===== src/cap_cmp_defines.svh =====
/*
 * Register offsets, field positions, reset values and timebase divisors for the
 * counter array. Assumes a 32-bit AXI4-Lite slave with one register per word.
 */
`ifndef CAP_CMP_DEFINES_SVH
`define CAP_CMP_DEFINES_SVH
`define OFS_COUNT_LOW      8'h00
`define OFS_COUNT_HIGH     8'h04
`define OFS_ARRAY_MODE     8'h08
`define OFS_ARRAY_CTRL     8'h0c
`define OFS_MOD_CONFIG     8'h10
`define OFS_MODE0          8'h20
`define OFS_CMP_LOW0       8'h24
`define OFS_CMP_HIGH0      8'h28
`define MODULE_STRIDE      8'h10
`define MODE_WD_RESET      8'h40
`define ARRAY_MODE_RESET   8'h40
`define WD_ENABLE_BIT      6
`define DIV12              4'd11
`define DIV4               4'd3
`define EXT_DIV8           3'd7
`define RESP_OKAY          2'b00
`define RESP_SLVERR        2'b10
`endif


===== src/cap_cmp_pkg.sv =====
/*
 * Types shared by the counter array: the timebase codes.
 * Assumes nothing of its surroundings.
 */
package cap_cmp_pkg;
    typedef enum logic [2:0] {
        TB_DIV12 = 3'h0,
        TB_DIV4  = 3'h1,
        TB_TMR0  = 3'h2,
        TB_ECI   = 3'h3,
        TB_SYS   = 3'h4,
        TB_EXT8  = 3'h5
    } timebase_t;
endpackage


===== src/counter_array.sv =====
/*
 * Counter array with a 16-bit shared counter and three capture/compare modules,
 * reached over AXI4-Lite. Assumes pins and the external oscillator are asynchronous
 * to mclk; timer0 overflow is a one-cycle pulse on mclk.
 */
// The register offsets and the AXI4-Lite interface to the registers were chosen for this implementation.
`timescale 1ns/1ps
`include "cap_cmp_defines.svh"
module counter_array
    import cap_cmp_pkg::*;
#(
    parameter int NMOD = 3
) (
    input  wire logic             mclk,
    input  wire logic             reset_n,
    input  wire logic [7:0]       s_axi_awaddr,
    input  wire logic             s_axi_awvalid,
    output logic                  s_axi_awready,
    input  wire logic [31:0]      s_axi_wdata,
    input  wire logic [3:0]       s_axi_wstrb,
    input  wire logic             s_axi_wvalid,
    output logic                  s_axi_wready,
    output logic [1:0]            s_axi_bresp,
    output logic                  s_axi_bvalid,
    input  wire logic             s_axi_bready,
    input  wire logic [7:0]       s_axi_araddr,
    input  wire logic             s_axi_arvalid,
    output logic                  s_axi_arready,
    output logic [31:0]           s_axi_rdata,
    output logic [1:0]            s_axi_rresp,
    output logic                  s_axi_rvalid,
    input  wire logic             s_axi_rready,
    input  wire logic             count_input_pin,
    input  wire logic             ext_osc_div8,
    input  wire logic             timer0_overflow,
    input  wire logic             cpu_idle,
    input  wire logic             global_irq_enable,
    input  wire logic [NMOD-1:0]  module_pin_in,
    output logic [NMOD-1:0]       module_pin_out,
    output logic [NMOD-1:0]       module_pin_oe,
    output logic                  watchdog_reset,
    output logic                  array_irq
);
    typedef struct packed {
        logic [15:0]            count;
        logic [7:0]             snap;
        logic [3:0]             presc;
        logic [1:0]             eci_s;
        logic                   eci_d;
        logic [1:0]             ext_s;
        logic                   ext_d;
        logic                   idle_suspend;
        logic                   wrap_irq_enable;
        logic [2:0]             timebase_select;
        logic                   counter_wrap_flag;
        logic                   array_irq_enable;
        logic                   partial_overflow_flag;
        logic                   partial_overflow_irq_enable;
        logic                   reload_reg_select;
        logic [1:0]             cycle_length_select;
        logic [NMOD-1:0][7:0]   mode;
        logic [NMOD-1:0][15:0]  cc;
        logic [NMOD-1:0][15:0]  reload;
        logic [NMOD-1:0]        module_event_flag;
        logic [NMOD-1:0][1:0]   pin_s;
        logic [NMOD-1:0]        pin_d;
        logic [NMOD-1:0]        pin_q;
        logic                   wd_hit;
        logic                   aw_got;
        logic                   w_got;
        logic [7:0]             awaddr;
        logic [31:0]            wdata;
        logic                   bvalid;
        logic [1:0]             bresp;
        logic                   rvalid;
        logic [31:0]            rdata;
        logic [1:0]             rresp;
    } state_t;

    state_t st_ff;
    state_t nxt_st;

    logic tick;
    logic [15:0] cnt_inc;
    logic [11:0] mask_n;
    logic ovf_n;
    logic wr_go;
    logic rd_go;
    logic wd_on;
    logic [7:0] wa;
    logic [7:0] ra;
    logic [7:0] wb;
    logic [1:0] widx;
    logic [1:0] ridx;
    logic [7:0] wofs;
    logic [7:0] rofs;
    logic [3:0] nbits;
    logic [NMOD-1:0] rise;
    logic [NMOD-1:0] fall;
    logic [NMOD-1:0] ev_set;

    assign wd_on = st_ff.mode[2][`WD_ENABLE_BIT] && (NMOD > 2);
    assign nbits = 4'(8 + st_ff.cycle_length_select);
    assign mask_n = 12'((13'h1 << nbits) - 13'h1);
    assign wr_go = st_ff.aw_got && st_ff.w_got && !st_ff.bvalid;
    assign rd_go = s_axi_arvalid && !st_ff.rvalid;
    assign wa = st_ff.awaddr;
    assign ra = s_axi_araddr;
    assign wb = st_ff.wdata[7:0];
    assign widx = 2'((wa - `OFS_MODE0) >> 4);
    assign ridx = 2'((ra - `OFS_MODE0) >> 4);
    assign wofs = 8'(wa - `OFS_MODE0 - 8'(widx * `MODULE_STRIDE));
    assign rofs = 8'(ra - `OFS_MODE0 - 8'(ridx * `MODULE_STRIDE));

    assign s_axi_awready = !st_ff.aw_got;
    assign s_axi_wready  = !st_ff.w_got;
    assign s_axi_bvalid  = st_ff.bvalid;
    assign s_axi_bresp   = st_ff.bresp;
    assign s_axi_arready = !st_ff.rvalid;
    assign s_axi_rvalid  = st_ff.rvalid;
    assign s_axi_rdata   = st_ff.rdata;
    assign s_axi_rresp   = st_ff.rresp;
    assign module_pin_out = st_ff.pin_q;
    assign watchdog_reset = st_ff.wd_hit;

    always_comb begin
        nxt_st = st_ff;
        tick = 1'b0;
        ovf_n = 1'b0;
        rise = '0;
        fall = '0;
        cnt_inc = 16'h0000;
        // Pins pass two flops; edge detection reads only the second stage.
        nxt_st.eci_s = {st_ff.eci_s[0], count_input_pin};
        nxt_st.eci_d = st_ff.eci_s[1];
        nxt_st.ext_s = {st_ff.ext_s[0], ext_osc_div8};
        nxt_st.ext_d = st_ff.ext_s[1];
        for (int m = 0; m < NMOD; m++) begin
            nxt_st.pin_s[m] = {st_ff.pin_s[m][0], module_pin_in[m]};
            nxt_st.pin_d[m] = st_ff.pin_s[m][1];
            rise[m] = st_ff.pin_s[m][1] && !st_ff.pin_d[m];
            fall[m] = !st_ff.pin_s[m][1] && st_ff.pin_d[m];
        end
        nxt_st.presc = st_ff.presc + 4'd1;
        case (timebase_t'(st_ff.timebase_select))
            TB_DIV12: begin
                tick = (st_ff.presc >= `DIV12);
                if (tick) nxt_st.presc = 4'd0;
            end
            TB_DIV4: begin
                tick = (st_ff.presc >= `DIV4);
                if (tick) nxt_st.presc = 4'd0;
            end
            TB_TMR0: tick = timer0_overflow;
            TB_ECI:  tick = !st_ff.eci_s[1] && st_ff.eci_d;
            TB_SYS:  tick = 1'b1;
            TB_EXT8: tick = st_ff.ext_s[1] && !st_ff.ext_d;
            default: tick = 1'b0;
        endcase
        // Idle only stalls the array when software asked for it.
        if (cpu_idle && st_ff.idle_suspend) tick = 1'b0;
        if (tick) begin
            cnt_inc = st_ff.count + 16'h0001;
            nxt_st.count = cnt_inc;
            ovf_n = ((st_ff.count[11:0] & mask_n) == mask_n);
            if (st_ff.count == 16'hffff) nxt_st.counter_wrap_flag = 1'b1;
            if (ovf_n) nxt_st.partial_overflow_flag = 1'b1;
        end
        nxt_st.wd_hit = 1'b0;
        // Module sets are gathered alone first, so a clear can spare a flag set again.
        nxt_st.module_event_flag = '0;
        for (int m = 0; m < NMOD; m++) begin : per_mod
            logic [7:0] md;
            logic cmp_on;
            logic pwm16;
            logic match16;
            md = st_ff.mode[m];
            cmp_on = md[6];
            pwm16 = md[7];
            match16 = tick && (st_ff.count == st_ff.cc[m]);
            module_pin_oe[m] = (md[3:1] != 3'b000);
            if (md[3:1] == 3'b000) begin
                if ((md[5] && rise[m]) || (md[4] && fall[m])) begin
                    nxt_st.cc[m] = st_ff.count;
                    nxt_st.module_event_flag[m] = 1'b1;
                end
            end else if (md[5:4] == 2'b00 && md[3:1] == 3'b100) begin
                if (cmp_on && match16) nxt_st.module_event_flag[m] = 1'b1;
                if (m == 2 && wd_on && match16) nxt_st.wd_hit = 1'b1;
            end else if (md[5:4] == 2'b00 && md[3:1] == 3'b110) begin
                if (cmp_on && match16) begin
                    nxt_st.pin_q[m] = !st_ff.pin_q[m];
                    nxt_st.module_event_flag[m] = 1'b1;
                end
            end else if (md[5:4] == 2'b00 && md[3:1] == 3'b011) begin
                if (cmp_on && tick && st_ff.count[7:0] == st_ff.cc[m][7:0]) begin
                    nxt_st.pin_q[m] = !st_ff.pin_q[m];
                    nxt_st.cc[m][7:0] = st_ff.cc[m][7:0] + st_ff.cc[m][15:8];
                end
                if (md[3] && match16) nxt_st.module_event_flag[m] = 1'b1;
            end else if (md[5:4] == 2'b00 && md[2:1] == 2'b01) begin
                if (!cmp_on) begin
                    nxt_st.pin_q[m] = 1'b0;
                end else if (pwm16) begin
                    if (match16) nxt_st.pin_q[m] = 1'b1;
                    else if (tick && st_ff.count == 16'hffff) nxt_st.pin_q[m] = 1'b0;
                    if (md[3] && match16) nxt_st.module_event_flag[m] = 1'b1;
                end else begin
                    // One shared cycle length for every narrow modulator.
                    if (tick && (st_ff.count[11:0] & mask_n) == (st_ff.cc[m][11:0] & mask_n)) begin
                        nxt_st.pin_q[m] = 1'b1;
                        if (md[3]) nxt_st.module_event_flag[m] = 1'b1;
                    end else if (ovf_n) begin
                        nxt_st.pin_q[m] = 1'b0;
                    end
                    if (ovf_n) begin
                        if (st_ff.cycle_length_select == 2'b00)
                            nxt_st.cc[m][7:0] = st_ff.cc[m][15:8];
                        else
                            nxt_st.cc[m] = st_ff.reload[m];
                    end
                end
            end
        end
        ev_set = nxt_st.module_event_flag;
        nxt_st.module_event_flag = st_ff.module_event_flag | ev_set;
        // Bus write: flags clear on zero, but a same-cycle hardware set wins.
        if (s_axi_awvalid && !st_ff.aw_got) begin
            nxt_st.aw_got = 1'b1;
            nxt_st.awaddr = s_axi_awaddr;
        end
        if (s_axi_wvalid && !st_ff.w_got) begin
            nxt_st.w_got = 1'b1;
            nxt_st.wdata = s_axi_wdata;
        end
        if (st_ff.bvalid && s_axi_bready) nxt_st.bvalid = 1'b0;
        if (wr_go) begin
            nxt_st.aw_got = 1'b0;
            nxt_st.w_got = 1'b0;
            nxt_st.bvalid = 1'b1;
            nxt_st.bresp = `RESP_OKAY;
            if (!st_ff.wdata[0] && st_ff.wdata[3:0] != 4'h0) nxt_st.bresp = `RESP_OKAY;
            if (!s_axi_wstrb[0] && st_ff.w_got) nxt_st.bresp = `RESP_OKAY;
            case (wa)
                `OFS_COUNT_LOW: if (!wd_on) nxt_st.count[7:0] = wb;
                `OFS_COUNT_HIGH: if (!wd_on) nxt_st.count[15:8] = wb;
                `OFS_ARRAY_MODE: begin
                    if (!wd_on || !wb[`WD_ENABLE_BIT]) begin
                        nxt_st.idle_suspend = wb[7];
                        nxt_st.timebase_select = wb[3:1];
                        nxt_st.wrap_irq_enable = wb[0];
                        if (NMOD > 2) nxt_st.mode[2][`WD_ENABLE_BIT] = wb[`WD_ENABLE_BIT];
                    end
                end
                `OFS_ARRAY_CTRL: begin
                    if (!wb[7] && !nxt_st.counter_wrap_flag) nxt_st.counter_wrap_flag = 1'b0;
                    if (!wb[7] && !(tick && st_ff.count == 16'hffff))
                        nxt_st.counter_wrap_flag = 1'b0;
                    nxt_st.array_irq_enable = wb[6];
                    for (int m = 0; m < NMOD; m++)
                        if (!wb[m] && !ev_set[m])
                            nxt_st.module_event_flag[m] = 1'b0;
                end
                `OFS_MOD_CONFIG: begin
                    nxt_st.reload_reg_select = wb[7];
                    if (!wb[6] && !(tick && ovf_n)) nxt_st.partial_overflow_flag = 1'b0;
                    nxt_st.partial_overflow_irq_enable = wb[5];
                    nxt_st.cycle_length_select = wb[1:0];
                end
                default: begin
                    if (wa >= `OFS_MODE0 && widx < 2'(NMOD)) begin
                        if (wofs == 8'h00 && !(widx == 2'd2 && wd_on)) nxt_st.mode[widx] = wb;
                        if (wofs == 8'h04 || wofs == 8'h08) begin
                            if (st_ff.reload_reg_select && st_ff.cycle_length_select != 2'b00) begin
                                if (wofs == 8'h04) nxt_st.reload[widx][7:0] = wb;
                                else nxt_st.reload[widx][15:8] = wb;
                            end else if (wofs == 8'h04) begin
                                nxt_st.cc[widx][7:0] = wb;
                                nxt_st.mode[widx][6] = 1'b0;
                            end else begin
                                nxt_st.cc[widx][15:8] = wb;
                                nxt_st.mode[widx][6] = 1'b1;
                            end
                        end
                    end else begin
                        nxt_st.bresp = `RESP_SLVERR;
                    end
                end
            endcase
        end
        // Bus read.
        if (st_ff.rvalid && s_axi_rready) nxt_st.rvalid = 1'b0;
        if (rd_go) begin
            nxt_st.rvalid = 1'b1;
            nxt_st.rresp = `RESP_OKAY;
            nxt_st.rdata = 32'h0000_0000;
            case (ra)
                `OFS_COUNT_LOW: begin
                    nxt_st.rdata[7:0] = st_ff.count[7:0];
                    nxt_st.snap = st_ff.count[15:8];
                end
                `OFS_COUNT_HIGH: nxt_st.rdata[7:0] = st_ff.snap;
                `OFS_ARRAY_MODE: nxt_st.rdata[7:0] = {st_ff.idle_suspend, wd_on,
                    2'b00, st_ff.timebase_select, st_ff.wrap_irq_enable};
                `OFS_ARRAY_CTRL: nxt_st.rdata[7:0] = {st_ff.counter_wrap_flag,
                    st_ff.array_irq_enable, 3'b000, 3'(st_ff.module_event_flag)};
                `OFS_MOD_CONFIG: nxt_st.rdata[7:0] = {st_ff.reload_reg_select,
                    st_ff.partial_overflow_flag, st_ff.partial_overflow_irq_enable,
                    3'b000, st_ff.cycle_length_select};
                default: begin
                    if (ra >= `OFS_MODE0 && ridx < 2'(NMOD)) begin
                        if (rofs == 8'h00) nxt_st.rdata[7:0] = st_ff.mode[ridx];
                        else if (rofs == 8'h04)
                            nxt_st.rdata[7:0] = (st_ff.reload_reg_select &&
                                st_ff.cycle_length_select != 2'b00) ?
                                st_ff.reload[ridx][7:0] : st_ff.cc[ridx][7:0];
                        else if (rofs == 8'h08)
                            nxt_st.rdata[7:0] = (st_ff.reload_reg_select &&
                                st_ff.cycle_length_select != 2'b00) ?
                                st_ff.reload[ridx][15:8] : st_ff.cc[ridx][15:8];
                        else nxt_st.rresp = `RESP_SLVERR;
                    end else begin
                        nxt_st.rresp = `RESP_SLVERR;
                    end
                end
            endcase
        end
    end

    // Interrupt request: enabled flags ORed, then gated by both enables.
    assign array_irq = global_irq_enable && st_ff.array_irq_enable && (
        (st_ff.counter_wrap_flag && st_ff.wrap_irq_enable) ||
        (st_ff.partial_overflow_flag && st_ff.partial_overflow_irq_enable) ||
        |(st_ff.module_event_flag & {st_ff.mode[2][0], st_ff.mode[1][0], st_ff.mode[0][0]}));

    always_ff @(posedge mclk or negedge reset_n) begin
        if (!reset_n) begin
            st_ff <= '0;
            st_ff.mode[2] <= `MODE_WD_RESET;
        end else begin
            st_ff <= nxt_st;
        end
    end
endmodule


===== config.mk =====
export PLATFORM = sky130hd
export DESIGN_NAME = counter_array
export DESIGN_NICKNAME = d
export VERILOG_FILES = /design/src/cap_cmp_pkg.sv /design/src/counter_array.sv
export VERILOG_INCLUDE_DIRS = /design/src
export SDC_FILE = /design/constraint.sdc
export NUM_CORES = 1
export LEC_CHECK = 0
export ABC_AREA = 1
export BUFFER_PORTS_ARGS = -buffer_cell sky130_fd_sc_hd__buf_2
export CELL_PAD_IN_SITES_DETAIL_PLACEMENT = 1
export CELL_PAD_IN_SITES_GLOBAL_PLACEMENT = 2
export CORE_UTILIZATION = 31
export CTS_CLUSTER_SIZE = 20
export DETAILED_ROUTE_END_ITERATION = 6
export GPL_ROUTABILITY_DRIVEN = 0
export PLACE_DENSITY = 0.81
export SYNTH_ARGS = -nofsm -noshare
export SYNTH_HDL_FRONTEND = slang
export SYNTH_SLANG_ARGS = --single-unit
export TNS_END_PERCENT = 20

===== constraint.sdc =====
create_clock -name mclk -period 2.2 [get_ports mclk]
set_clock_uncertainty 0.15 [all_clocks]
set_input_delay 0 -clock mclk [delete_from_list [all_inputs] [get_ports mclk]]
set_output_delay 0 -clock mclk [all_outputs]
set_load 0.01 [all_outputs]

==> results.json, run 1 <==
{
  "antenna_found_initial": 3,
  "finalPower_mw": 23.0,
  "vias": 18476,
  "clock_path_buffers": 3,
  "clock_power_share_pct": 20.9,
  "ys_types": 53,
  "synthesis.area_um2": 15300,
  "cp-start-kind": "register",
  "drcViolationCount": 0,
  "grt_first_pass_wirelength_um": 119000,
  "maxCapViolCount": 0,
  "die_h_um": 224,
  "yosys.area.top_type": "dfrtp_1",
  "fin_nets": 2746,
  "start_util_pct": 31.7,
  "yosysWarnings": 0,
  "hold_path.class": "in -> reg",
  "status": "finished with violations",
  "final_max_slew_viol_count": 0,
  "dpl_cell_area_um2": 18200,
  "p_int_mw": 12.0,
  "drtIter0Drc": 1934,
  "cpMostUsedCell": "nand2_2",
  "area_growth_pct": 37.6,
  "tightest_slew_ns": 0.804,
  "crit_type": "reg -> reg",
  "cts.htree.levels": 1,
  "synth_edf_count": 0,
  "rows": 80,
  "finalCritPeriodShare_pct": 108,
  "switchingPower_mw": 11.0,
  "sw_frac_of_total_pct": 47.9,
  "post_drt_via_cell_ratio": 5.55,
  "ys_seq_area_share_pct": 34.8,
  "yosys.cell_count.top_type": "nand2_1",
  "cts_inserted_buffers": 29,
  "io_pins": 116,
  "ir_drop_uv": 698,
  "combPwrFrac_pct": 53.5,
  "clock.fmax_mhz": 423,
  "cts_tree": "yes",
  "critPathMaxFanout": 4,
  "cp-end-kind": "register",
  "critPathMaxStageDelay_ns": 0.43,
  "path_cells": "clkinvlp_4, nand2_2, nand2_2, nor2_2, nand2_2, nor2_4, inv_2, nor2_2, o21ai_0, nand3_1, nand3_1, nand2_1, nand2_1",
  "routed_wl_um": 82600,
  "avgSynthCellArea_um2": 6.68,
  "hpwl_um": 60600,
  "netlist_top_cells_count": "578 x nand2_1, 241 x inv_1, 227 x nor2_1",
  "grt_pass1_vias": 18439,
  "firstDrtPassIters": 6,
  "power_frac_seq_pct": 25.6,
  "maxSlewHeadroom_pct": 46.4,
  "power_density_nw_per_um2": 1090,
  "synth_top_flop_cell": "dfrtp_1",
  "cts-root-buf": "clkbuf_16",
  "critPathSlowestCell": "dfrtp_2",
  "dieArea_um2": 50100,
  "fin_area_um2": 21000,
  "critPathTopFamily": "simple AND/OR/NAND/NOR gates",
  "async_flop_share_pct": 100,
  "synthTopCellsByArea": "dfrtp_1 35%, nand2_1 14%, o21ai_0 6.8%, inv_1 5.9%, nand3_1 5.7%",
  "grt.total_usage_pct": 32.1,
  "power.leakage_nw": 10.1,
  "final_layout_size_suffix_gt1_share_pct": 25.0,
  "path_clk_slew_ns": 0.06,
  "insertion_delay_ns": 0.59,
  "rsz0062_at_grt": "true",
  "ys_seq_elements": 212,
  "layout_setup_ws_ns": -0.166,
  "avgRoutedWirePerCell_um": 24.8,
  "final_util_pct": 43.6,
  "syn_inst": 2287,
  "die_x_um": 224,
  "grt-ovfl-total": 0,
  "violations": "negative setup slack",
  "finalHoldViolCount": 0,
  "final_antenna_net_count": 0,
  "finalCriticalPeriod_ns": 2.37,
  "grt_max_degree": 56,
  "numPortBuffers": 61,
  "critical_path_arrival_ns": 2.69,
  "clock-sinks": 212,
  "path_buf_inv": 2,
  "critPathRequiredTime_ns": 2.53,
  "synth_top_area_share_pct": 34.6,
  "coreArea_um2": 48100,
  "setup_violations": 44
}
routing by layer:
layer / vias to the layer above / global-route usage [%] / part of all wire, %
met5: - / 0 / 0
met4: 0 / 16.5 / 6.2
met3: 242 / 5.88 / 8.9
met2: 875 / 50.7 / 45
met1: 9189 / 41.8 / 40
li1: 8170 / - / -
worst reg2reg max path: stages, from the launching register on:
cell and delay, ns:
dfrtp_2 0.43, clkinvlp_4 0.30, nand2_2 0.17, nand2_2 0.07, nor2_2 0.09, nand2_2 0.07
nor2_4 0.19, inv_2 0.10, nor2_2 0.18, o21ai_0 0.15, nand3_1 0.14, nand3_1 0.09
nand2_1 0.08, nand2_1 0.05
through the flow:
stage,setup slack (ns),instances,setup TNS [ns],hold slack [ns]
floorplan,0.0128,2312,0,-0.446
global placement,-0.313,3183,-8.17,-0.169
detailed placement,-0.398,3183,-12.98,-0.173
CTS,-0.0929,3301,-1.98,0.0190
global route,-0.287,3327,-9.67,0.0253
finish,-0.166,3330,-3.48,0.0148
power by group through the flow:
stage | sequential (mW) | clock, mW | combinational [mW]
CTS | 5.80 | 4.87 | 11.2
global placement | 5.79 | 0 | 10.5
floorplan | 5.34 | 0 | 6.11
global route | 5.93 | 5.00 | 13.1
detailed placement | 5.84 | 0 | 10.8
finish | 5.87 | 4.81 | 12.3
worst paths after layout:
path	from	endpoint	slack, ns	cells after the start
min in group asynchronous	reset_n	nxt_st[90]	0.33	3
setup reg to reg	st_ff[247]	module_pin_out[2]	-0.17	13
hold reg to reg	nxt_st[90]	nxt_st[85]	0.20	0
max in group asynchronous	reset_n	st_ff[214]	0.80	4
hold / removal	s_axi_bready	s_axi_bvalid	0.01	3
setup / recovery	st_ff[247]	module_pin_out[2]	-0.17	13
cell type report:
class | count | area [µm²]
multi-input cells | 1702 | 9180
inverters | 264 | 1000
diodes | 3 | 7.51
clock buffers | 40 | 817
flip-flops and latches | 212 | 5320
clock inverters | 13 | 129
repair buffers | 440 | 3730
fillers | 6089 | 27100
well taps | 656 | 821
repair_timing:
item | 4_1_cts | 5_1_grt
pin swaps | 17 | 58
endpoints found under the setup margin | 75 | 136
resized for setup | 74 | 187
setup buffers | 5 | 21
gates cloned | 2 | 5
hold endpoints to repair | 248 | 0
hold buffers | 58 | 0
logic make-up after synthesis:
kind of cell / synth area share [%]
muxes: 0.410
adders and majority gates: 2.61
buffers and inverters: 11.2
xor gates and xnor gates: 2.98
DFF: 34.8
AOI/OAI and AO/OA: 18.2
and+or+nand+nor: 29.8
other: 0.0246
cell usage in the layout (no fill, tap or decap), drive strengths merged, types with 5 or more instances in the layout:
cell type,instances
nand2,585
buf,378
o21ai,269
inv,261
nor2,242
dfrtp,211
nand3,181
a21oi,154
dlygate4sd3,58
clkbuf,44
nand4,33
xor2,32
ha,27
conb,26
o211ai,25
nor3,23
xnor2,20
a31oi,19
o22ai,10
clkinv,9
o221ai,7
nor4,6
clkinvlp,5
a21o,5
a22oi,5
No activity file was read; power rests on OpenSTA's default activity.
==> run 2: changes to the inputs <==
- BUFFER_PORTS_ARGS: -buffer_cell sky130_fd_sc_hd__buf_2 -> unset
- CORE_UTILIZATION: 31 -> 33
- DONT_BUFFER_PORTS: unset -> 1
- PLACE_DENSITY: 0.81 -> 0.82
- TNS_END_PERCENT: 20 -> 10
==> run 2 against run 1 <==
  * The run ends with negative hold slack, negative setup slack left
  * Non-clock buffer count down 71
  * Die area down 6.0%
  * Final cell count down 4.1%
  * Hold slack worse by 1.0 ns
  * Cell area down 3.8%
  * Wire length up 0.30%
  * Sequential share of layout area up 0.98 points
  * Utilization up 0.78 points
  * Maximum frequency down 1.1%
  * Worst setup slack worse by 0.027 ns
  * Largest cell class unchanged
==> results.json, run 2 (same netlist as run 1, synthesis figures left out) <==
{
  "status": "finished with violations",
  "violations": "negative hold slack, negative setup slack",
  "vias": 18159,
  "rsz0062_at_grt": "true",
  "area_growth_pct": 32.3,
  "cts-root-buf": "clkbuf_16",
  "grt_pass1_vias": 18305,
  "layout_setup_ws_ns": -0.192,
  "rows": 78,
  "numPortBuffers": 0,
  "r2r_cells": 14,
  "tns_ns": -5.79,
  "clock-sinks": 212,
  "die_h_um": 217,
  "drcViolationCount": 0,
  "r2r_start": "st_ff[235]",
  "die_x_um": 217,
  "cp-end-kind": "register",
  "avgRoutedWirePerCell_um": 25.9,
  "maxSlewHeadroom_pct": 47.7,
  "start_util_pct": 33.6,
  "power.leakage_nw": 9.65,
  "final_antenna_net_count": 0,
  "firstDrtPassIters": 5,
  "power_density_nw_per_um2": 1130,
  "path_clk_slew_ns": 0.06,
  "cts_inserted_buffers": 27,
  "drtIter0Drc": 1942,
  "finalHoldViolCount": 217,
  "cts.htree.levels": 1,
  "dieArea_um2": 47100,
  "critPathRequiredTime_ns": 2.54,
  "critPathMaxFanout": 7,
  "grt_first_pass_wirelength_um": 119000,
  "cts_tree": "yes",
  "maxCapViolCount": 0,
  "final_util_pct": 44.4,
  "placed_cells": 3041,
  "tightest_slew_ns": 0.776,
  "grt.total_usage_pct": 34.2,
  "pre_cts_ws_ns": -0.277,
  "post_drt_via_cell_ratio": 5.69,
  "ctsHoldBuffers": 65,
  "hold_path.class": "in -> async",
  "antenna_found_initial": 5,
  "insertion_delay_ns": 0.58,
  "hold_ws_ns": -1.01,
  "final_cells": 3194,
  "mostFrequentLayoutCell": "nand2_1",
  "clock_path_buffers": 3,
  "final_max_slew_viol_count": 0,
  "critical_path_arrival_ns": 2.73,
  "reg2reg_to": "st_ff[170]",
  "r2r_slack_ns": -0.19,
  "hpwl_um": 60300,
  "finalCritPeriodShare_pct": 109,
  "grt-ovfl-total": 0,
  "final_cell_mix": "552 x nand2_1, 260 x buf_4, 236 x inv_1",
  "coreArea_um2": 45500,
  "fin_nets": 2672,
  "finalCriticalPeriod_ns": 2.39,
  "clock.fmax_mhz": 418,
  "crit_type": "reg -> reg",
  "routed_wl_um": 82900,
  "ir_drop_uv": 681,
  "io_pins": 116,
  "final_layout_size_suffix_gt1_share_pct": 20.3,
  "grt_max_degree": 213,
  "finalPower_mw": 22.8,
  "cp-start-kind": "register",
  "setup_violations": 67
}
-- run 2: through the flow --
step | hold slack [ns] | area (µm²)
floorplan | -0.446 | 15400
finish | -1.01 | 20200
CTS | -1.02 | 19600
detailed placement | -0.438 | 17600
global placement | -0.434 | 17600
global route | -1.02 | 20200
-- run 2: worst max path at each step --
| stage | slack, ns | to | depth (start not counted) | start |
|---|---|---|---|---|
| 6_report | -0.19 | st_ff[170] | 14 | st_ff[235] |
| 5_1_grt | -0.25 | st_ff[170] | 14 | st_ff[235] |
| 4_1_cts | -0.11 | st_ff[155] | 12 | st_ff[235] |
| 3_5_place_dp | -0.28 | st_ff[154] | 12 | st_ff[234] |
| 3_3_place_gp | -0.17 | st_ff[173] | 16 | st_ff[234] |
| 2_1_floorplan | 0.01 | register | 13 | wa[5] |
-- run 2: metal layers --
layer | global-route usage [%] | share of wire [%] | wire length, µm | vias up
met3 | 8.93 | 9.4 | 7780 | 290
met4 | 18.0 | 6.5 | 5410 | 4
met5 | 0 | 0.033 | 27 | -
li1 | - | - | - | 8016
met1 | 42.3 | 39 | 32600 | 8980
met2 | 54.6 | 45 | 37000 | 869
-- run 2: cell type report --
| cell class | instances | area [µm²] |
|---|---|---|
| clock buffers | 39 | 781 |
| repair buffers | 369 | 3310 |
| inverters | 264 | 996 |
| multi-input cells | 1701 | 8950 |
| well taps | 600 | 751 |
| flip-flops and latches | 212 | 5310 |
| diodes | 1 | 2.50 |
| fillers | 5787 | 25300 |
| clock inverters | 8 | 100 |
-- run 2: repair_timing --
item,in CTS,in global routing
endpoints found under the hold margin,250,212
pin swaps,18,42
endpoints found under the setup margin,66,158
resized for setup,71,126
gates cloned,2,4
buffers inserted,23,14
-- run 2: worst max-delay path: stages, from the launching register on --
cell     delay (ns)
dfrtp_1        0.42
ha_4           0.18
nor2_4         0.05
nand2_2        0.10
nand3_2        0.09
nand2_2        0.09
nor2_2         0.05
nor2_4         0.23
nand3_4        0.13
buf_6          0.15
nor2_4         0.18
nand2_4        0.13
nand2_1        0.12
nand3_1        0.10
a21oi_1        0.14
-- run 2: where the power goes --
part	switching [mW]	leakage (nW)	internal [mW]
Sequential	1.21	2.68	4.69
Combinational	7.77	6.55	4.49
Clock	1.95	0.420	2.68
==> run 3: changes to the inputs <==
--- a/constraint.sdc
+++ b/constraint.sdc
@@ -3,3 +3,3 @@
 set_input_delay 0 -clock mclk [delete_from_list [all_inputs] [get_ports mclk]]
 set_output_delay 0 -clock mclk [all_outputs]
-set_load 0.01 [all_outputs]
+set_load 0.05 [all_outputs]
==> run 3 against run 2 <==
  * The flow still finishes with violations (negative hold slack, negative setup slack)
  * Sequential share of layout area is 0.27 points lower
  * Wire length is 0.49% lower
  * Sequential cell count stayed put
  * Hold slack worse by 0.022 ns
  * Die area stayed put
  * Utilization is 0.46 points higher
  * Combinational power hardly changed
  * Clock power is 9.9% higher
  * Via count is 0.97% higher
  * Final cell count is 0.31% higher
  * Sequential power is 2% higher
  * Largest cell class unchanged
==> results.json, run 3 (same netlist as run 1, synthesis figures left out) <==
{
  "final_antenna_net_count": 0,
  "grt_pass1_vias": 18517,
  "violations": "negative hold slack, negative setup slack",
  "final_layout_size_suffix_gt1_share_pct": 21.3,
  "routed_wl_um": 82400,
  "clock_path_buffers": 3,
  "area_growth_pct": 33.7,
  "fin_nets": 2674,
  "hpwl_um": 60000,
  "vias": 18335,
  "finalCriticalPeriod_ns": 2.36,
  "ir_drop_uv": 872,
  "grt_max_degree": 213,
  "cp-end-kind": "register",
  "tightest_slew_ns": 0.797,
  "cts-root-buf": "clkbuf_16",
  "power_density_nw_per_um2": 1150,
  "cts_tree": "yes",
  "placed_cells": 3043,
  "critPathRequiredTime_ns": 2.54,
  "hold_path.class": "in -> async",
  "grt.total_usage_pct": 34.1,
  "cts_inserted_buffers": 28,
  "firstDrtPassIters": 6,
  "critical_path_arrival_ns": 2.70,
  "combPwrFrac_pct": 52.7,
  "cp-start-kind": "register",
  "rows": 78,
  "sw_frac_of_total_pct": 48.0,
  "finalCritPeriodShare_pct": 107,
  "p_int_mw": 12.2,
  "crit_start": "st_ff[256]",
  "maxCapViolCount": 0,
  "power_frac_seq_pct": 25.6,
  "antenna_found_initial": 5,
  "status": "finished with violations",
  "rsz0062_at_grt": "true",
  "insertion_delay_ns": 0.58,
  "power.leakage_nw": 9.74,
  "r2r_start": "st_ff[256]",
  "tns_ns": -3.20,
  "maxSlewHeadroom_pct": 46.3,
  "final_cells": 3204,
  "layout_setup_ws_ns": -0.157,
  "finalPower_mw": 23.5,
  "critPathMaxFanout": 6,
  "start_util_pct": 33.6,
  "coreArea_um2": 45500,
  "dieArea_um2": 47100,
  "grt-ovfl-total": 0,
  "crit_type": "reg -> reg",
  "cts.htree.levels": 1,
  "hold_ws_ns": -1.03,
  "numPortBuffers": 0,
  "drtIter0Drc": 1874,
  "r2r_cells": 12,
  "setup_violations": 55,
  "drcViolationCount": 0,
  "final_cell_mix": "547 x nand2_1, 258 x buf_4, 233 x inv_1",
  "avgRoutedWirePerCell_um": 25.7,
  "final_util_pct": 44.9,
  "reg2reg_to": "st_ff[182]",
  "io_pins": 116,
  "die_h_um": 217,
  "final_max_slew_viol_count": 0,
  "r2r_slack_ns": -0.16,
  "clock_power_share_pct": 21.6,
  "critPathCapture": "st_ff[182]",
  "post_drt_via_cell_ratio": 5.72,
  "grt_first_pass_wirelength_um": 119000,
  "mostFrequentLayoutCell": "nand2_1",
  "clock-sinks": 212,
  "clock.fmax_mhz": 424,
  "switchingPower_mw": 11.3,
  "die_x_um": 217,
  "finalHoldViolCount": 213,
  "path_clk_slew_ns": 0.06
}
==> run 3: changes by cell type in the layout (fill, tap and decap cells not counted), moves of 4 or more <==
cell,change
diode_2,+4
o21ai_0,+6
nand3_1,-10
nand3_2,+11
o21ai_1,-6
buf_6,+5
nor2_2,-5
nand2_1,-5
==> run 3: cell type report <==
type	instances	area, µm²
Fill cell	5787	25100
Multi-Input combinational cell	1701	9010
Sequential cell	212	5310
Timing Repair Buffer	370	3330
Inverter	264	1000
Clock buffer	38	820
Tap cell	600	751
Clock inverter	14	186
Antenna cell	5	12.5
==> run 3: layer usage <==
metal | vias up | wire, µm | track usage (%) | share of wire, %
met5 | - | 74 | 0 | 0.090
met2 | 932 | 36800 | 53.1 | 45
li1 | 8031 | - | - | -
met3 | 305 | 7530 | 7.76 | 9.1
met1 | 9065 | 32000 | 42.6 | 39
met4 | 2 | 6050 | 21.4 | 7.3
==> run 3: repair_timing <==
item | 4_1_cts | 5_1_grt
hold buffers | 63 | 1
pin swaps | 18 | 56
buffers inserted | 10 | 28
gates cloned | 0 | 3
gates resized for setup | 69 | 145
hold endpoints to repair | 250 | 216
setup endpoints to repair | 78 | 151
==> run 3: how the worst min path moves through the flow <==
stage                        from          to  cells past startpoint
final                     reset_n   st_ff[43]                      0
after global routing      reset_n   st_ff[43]                      0
after CTS                 reset_n  nxt_st[84]                      0
after detailed placement  reset_n   st_ff[44]                      0
after global placement    reset_n   st_ff[78]                      0
after floorplan           reset_n   async pin                      0
==> run 3: per-stage QoR <==
stage,setup WS [ns],instance area (µm²)
2_1_floorplan,0.0128,15400
3_3_place_gp,-0.370,17600
3_5_place_dp,-0.450,17600
4_1_cts,-0.0717,19600
5_1_grt,-0.269,20400
6_report,-0.157,20400
==> run 3: critical path, stage by stage, from the launching register on <==
cell	delay [ns]
dfrtp_1	0.59
inv_2	0.08
nand2_1	0.11
nand3_2	0.13
nor2_4	0.15
nand3_4	0.11
buf_12	0.17
nor2_4	0.18
nand2_4	0.12
buf_4	0.18
o21ai_2	0.10
nor2_1	0.07
a21oi_1	0.14
==> run 3: power groups by stage <==
stage / combinational (mW) / clock, mW / sequential [mW]
6_report: 12.4 / 5.09 / 6.03
5_1_grt: 13.2 / 5.24 / 6.06
4_1_cts: 11.4 / 5.11 / 5.92
3_5_place_dp: 11.0 / 0 / 5.97
3_3_place_gp: 10.6 / 0 / 5.93
2_1_floorplan: 6.42 / 0 / 5.38
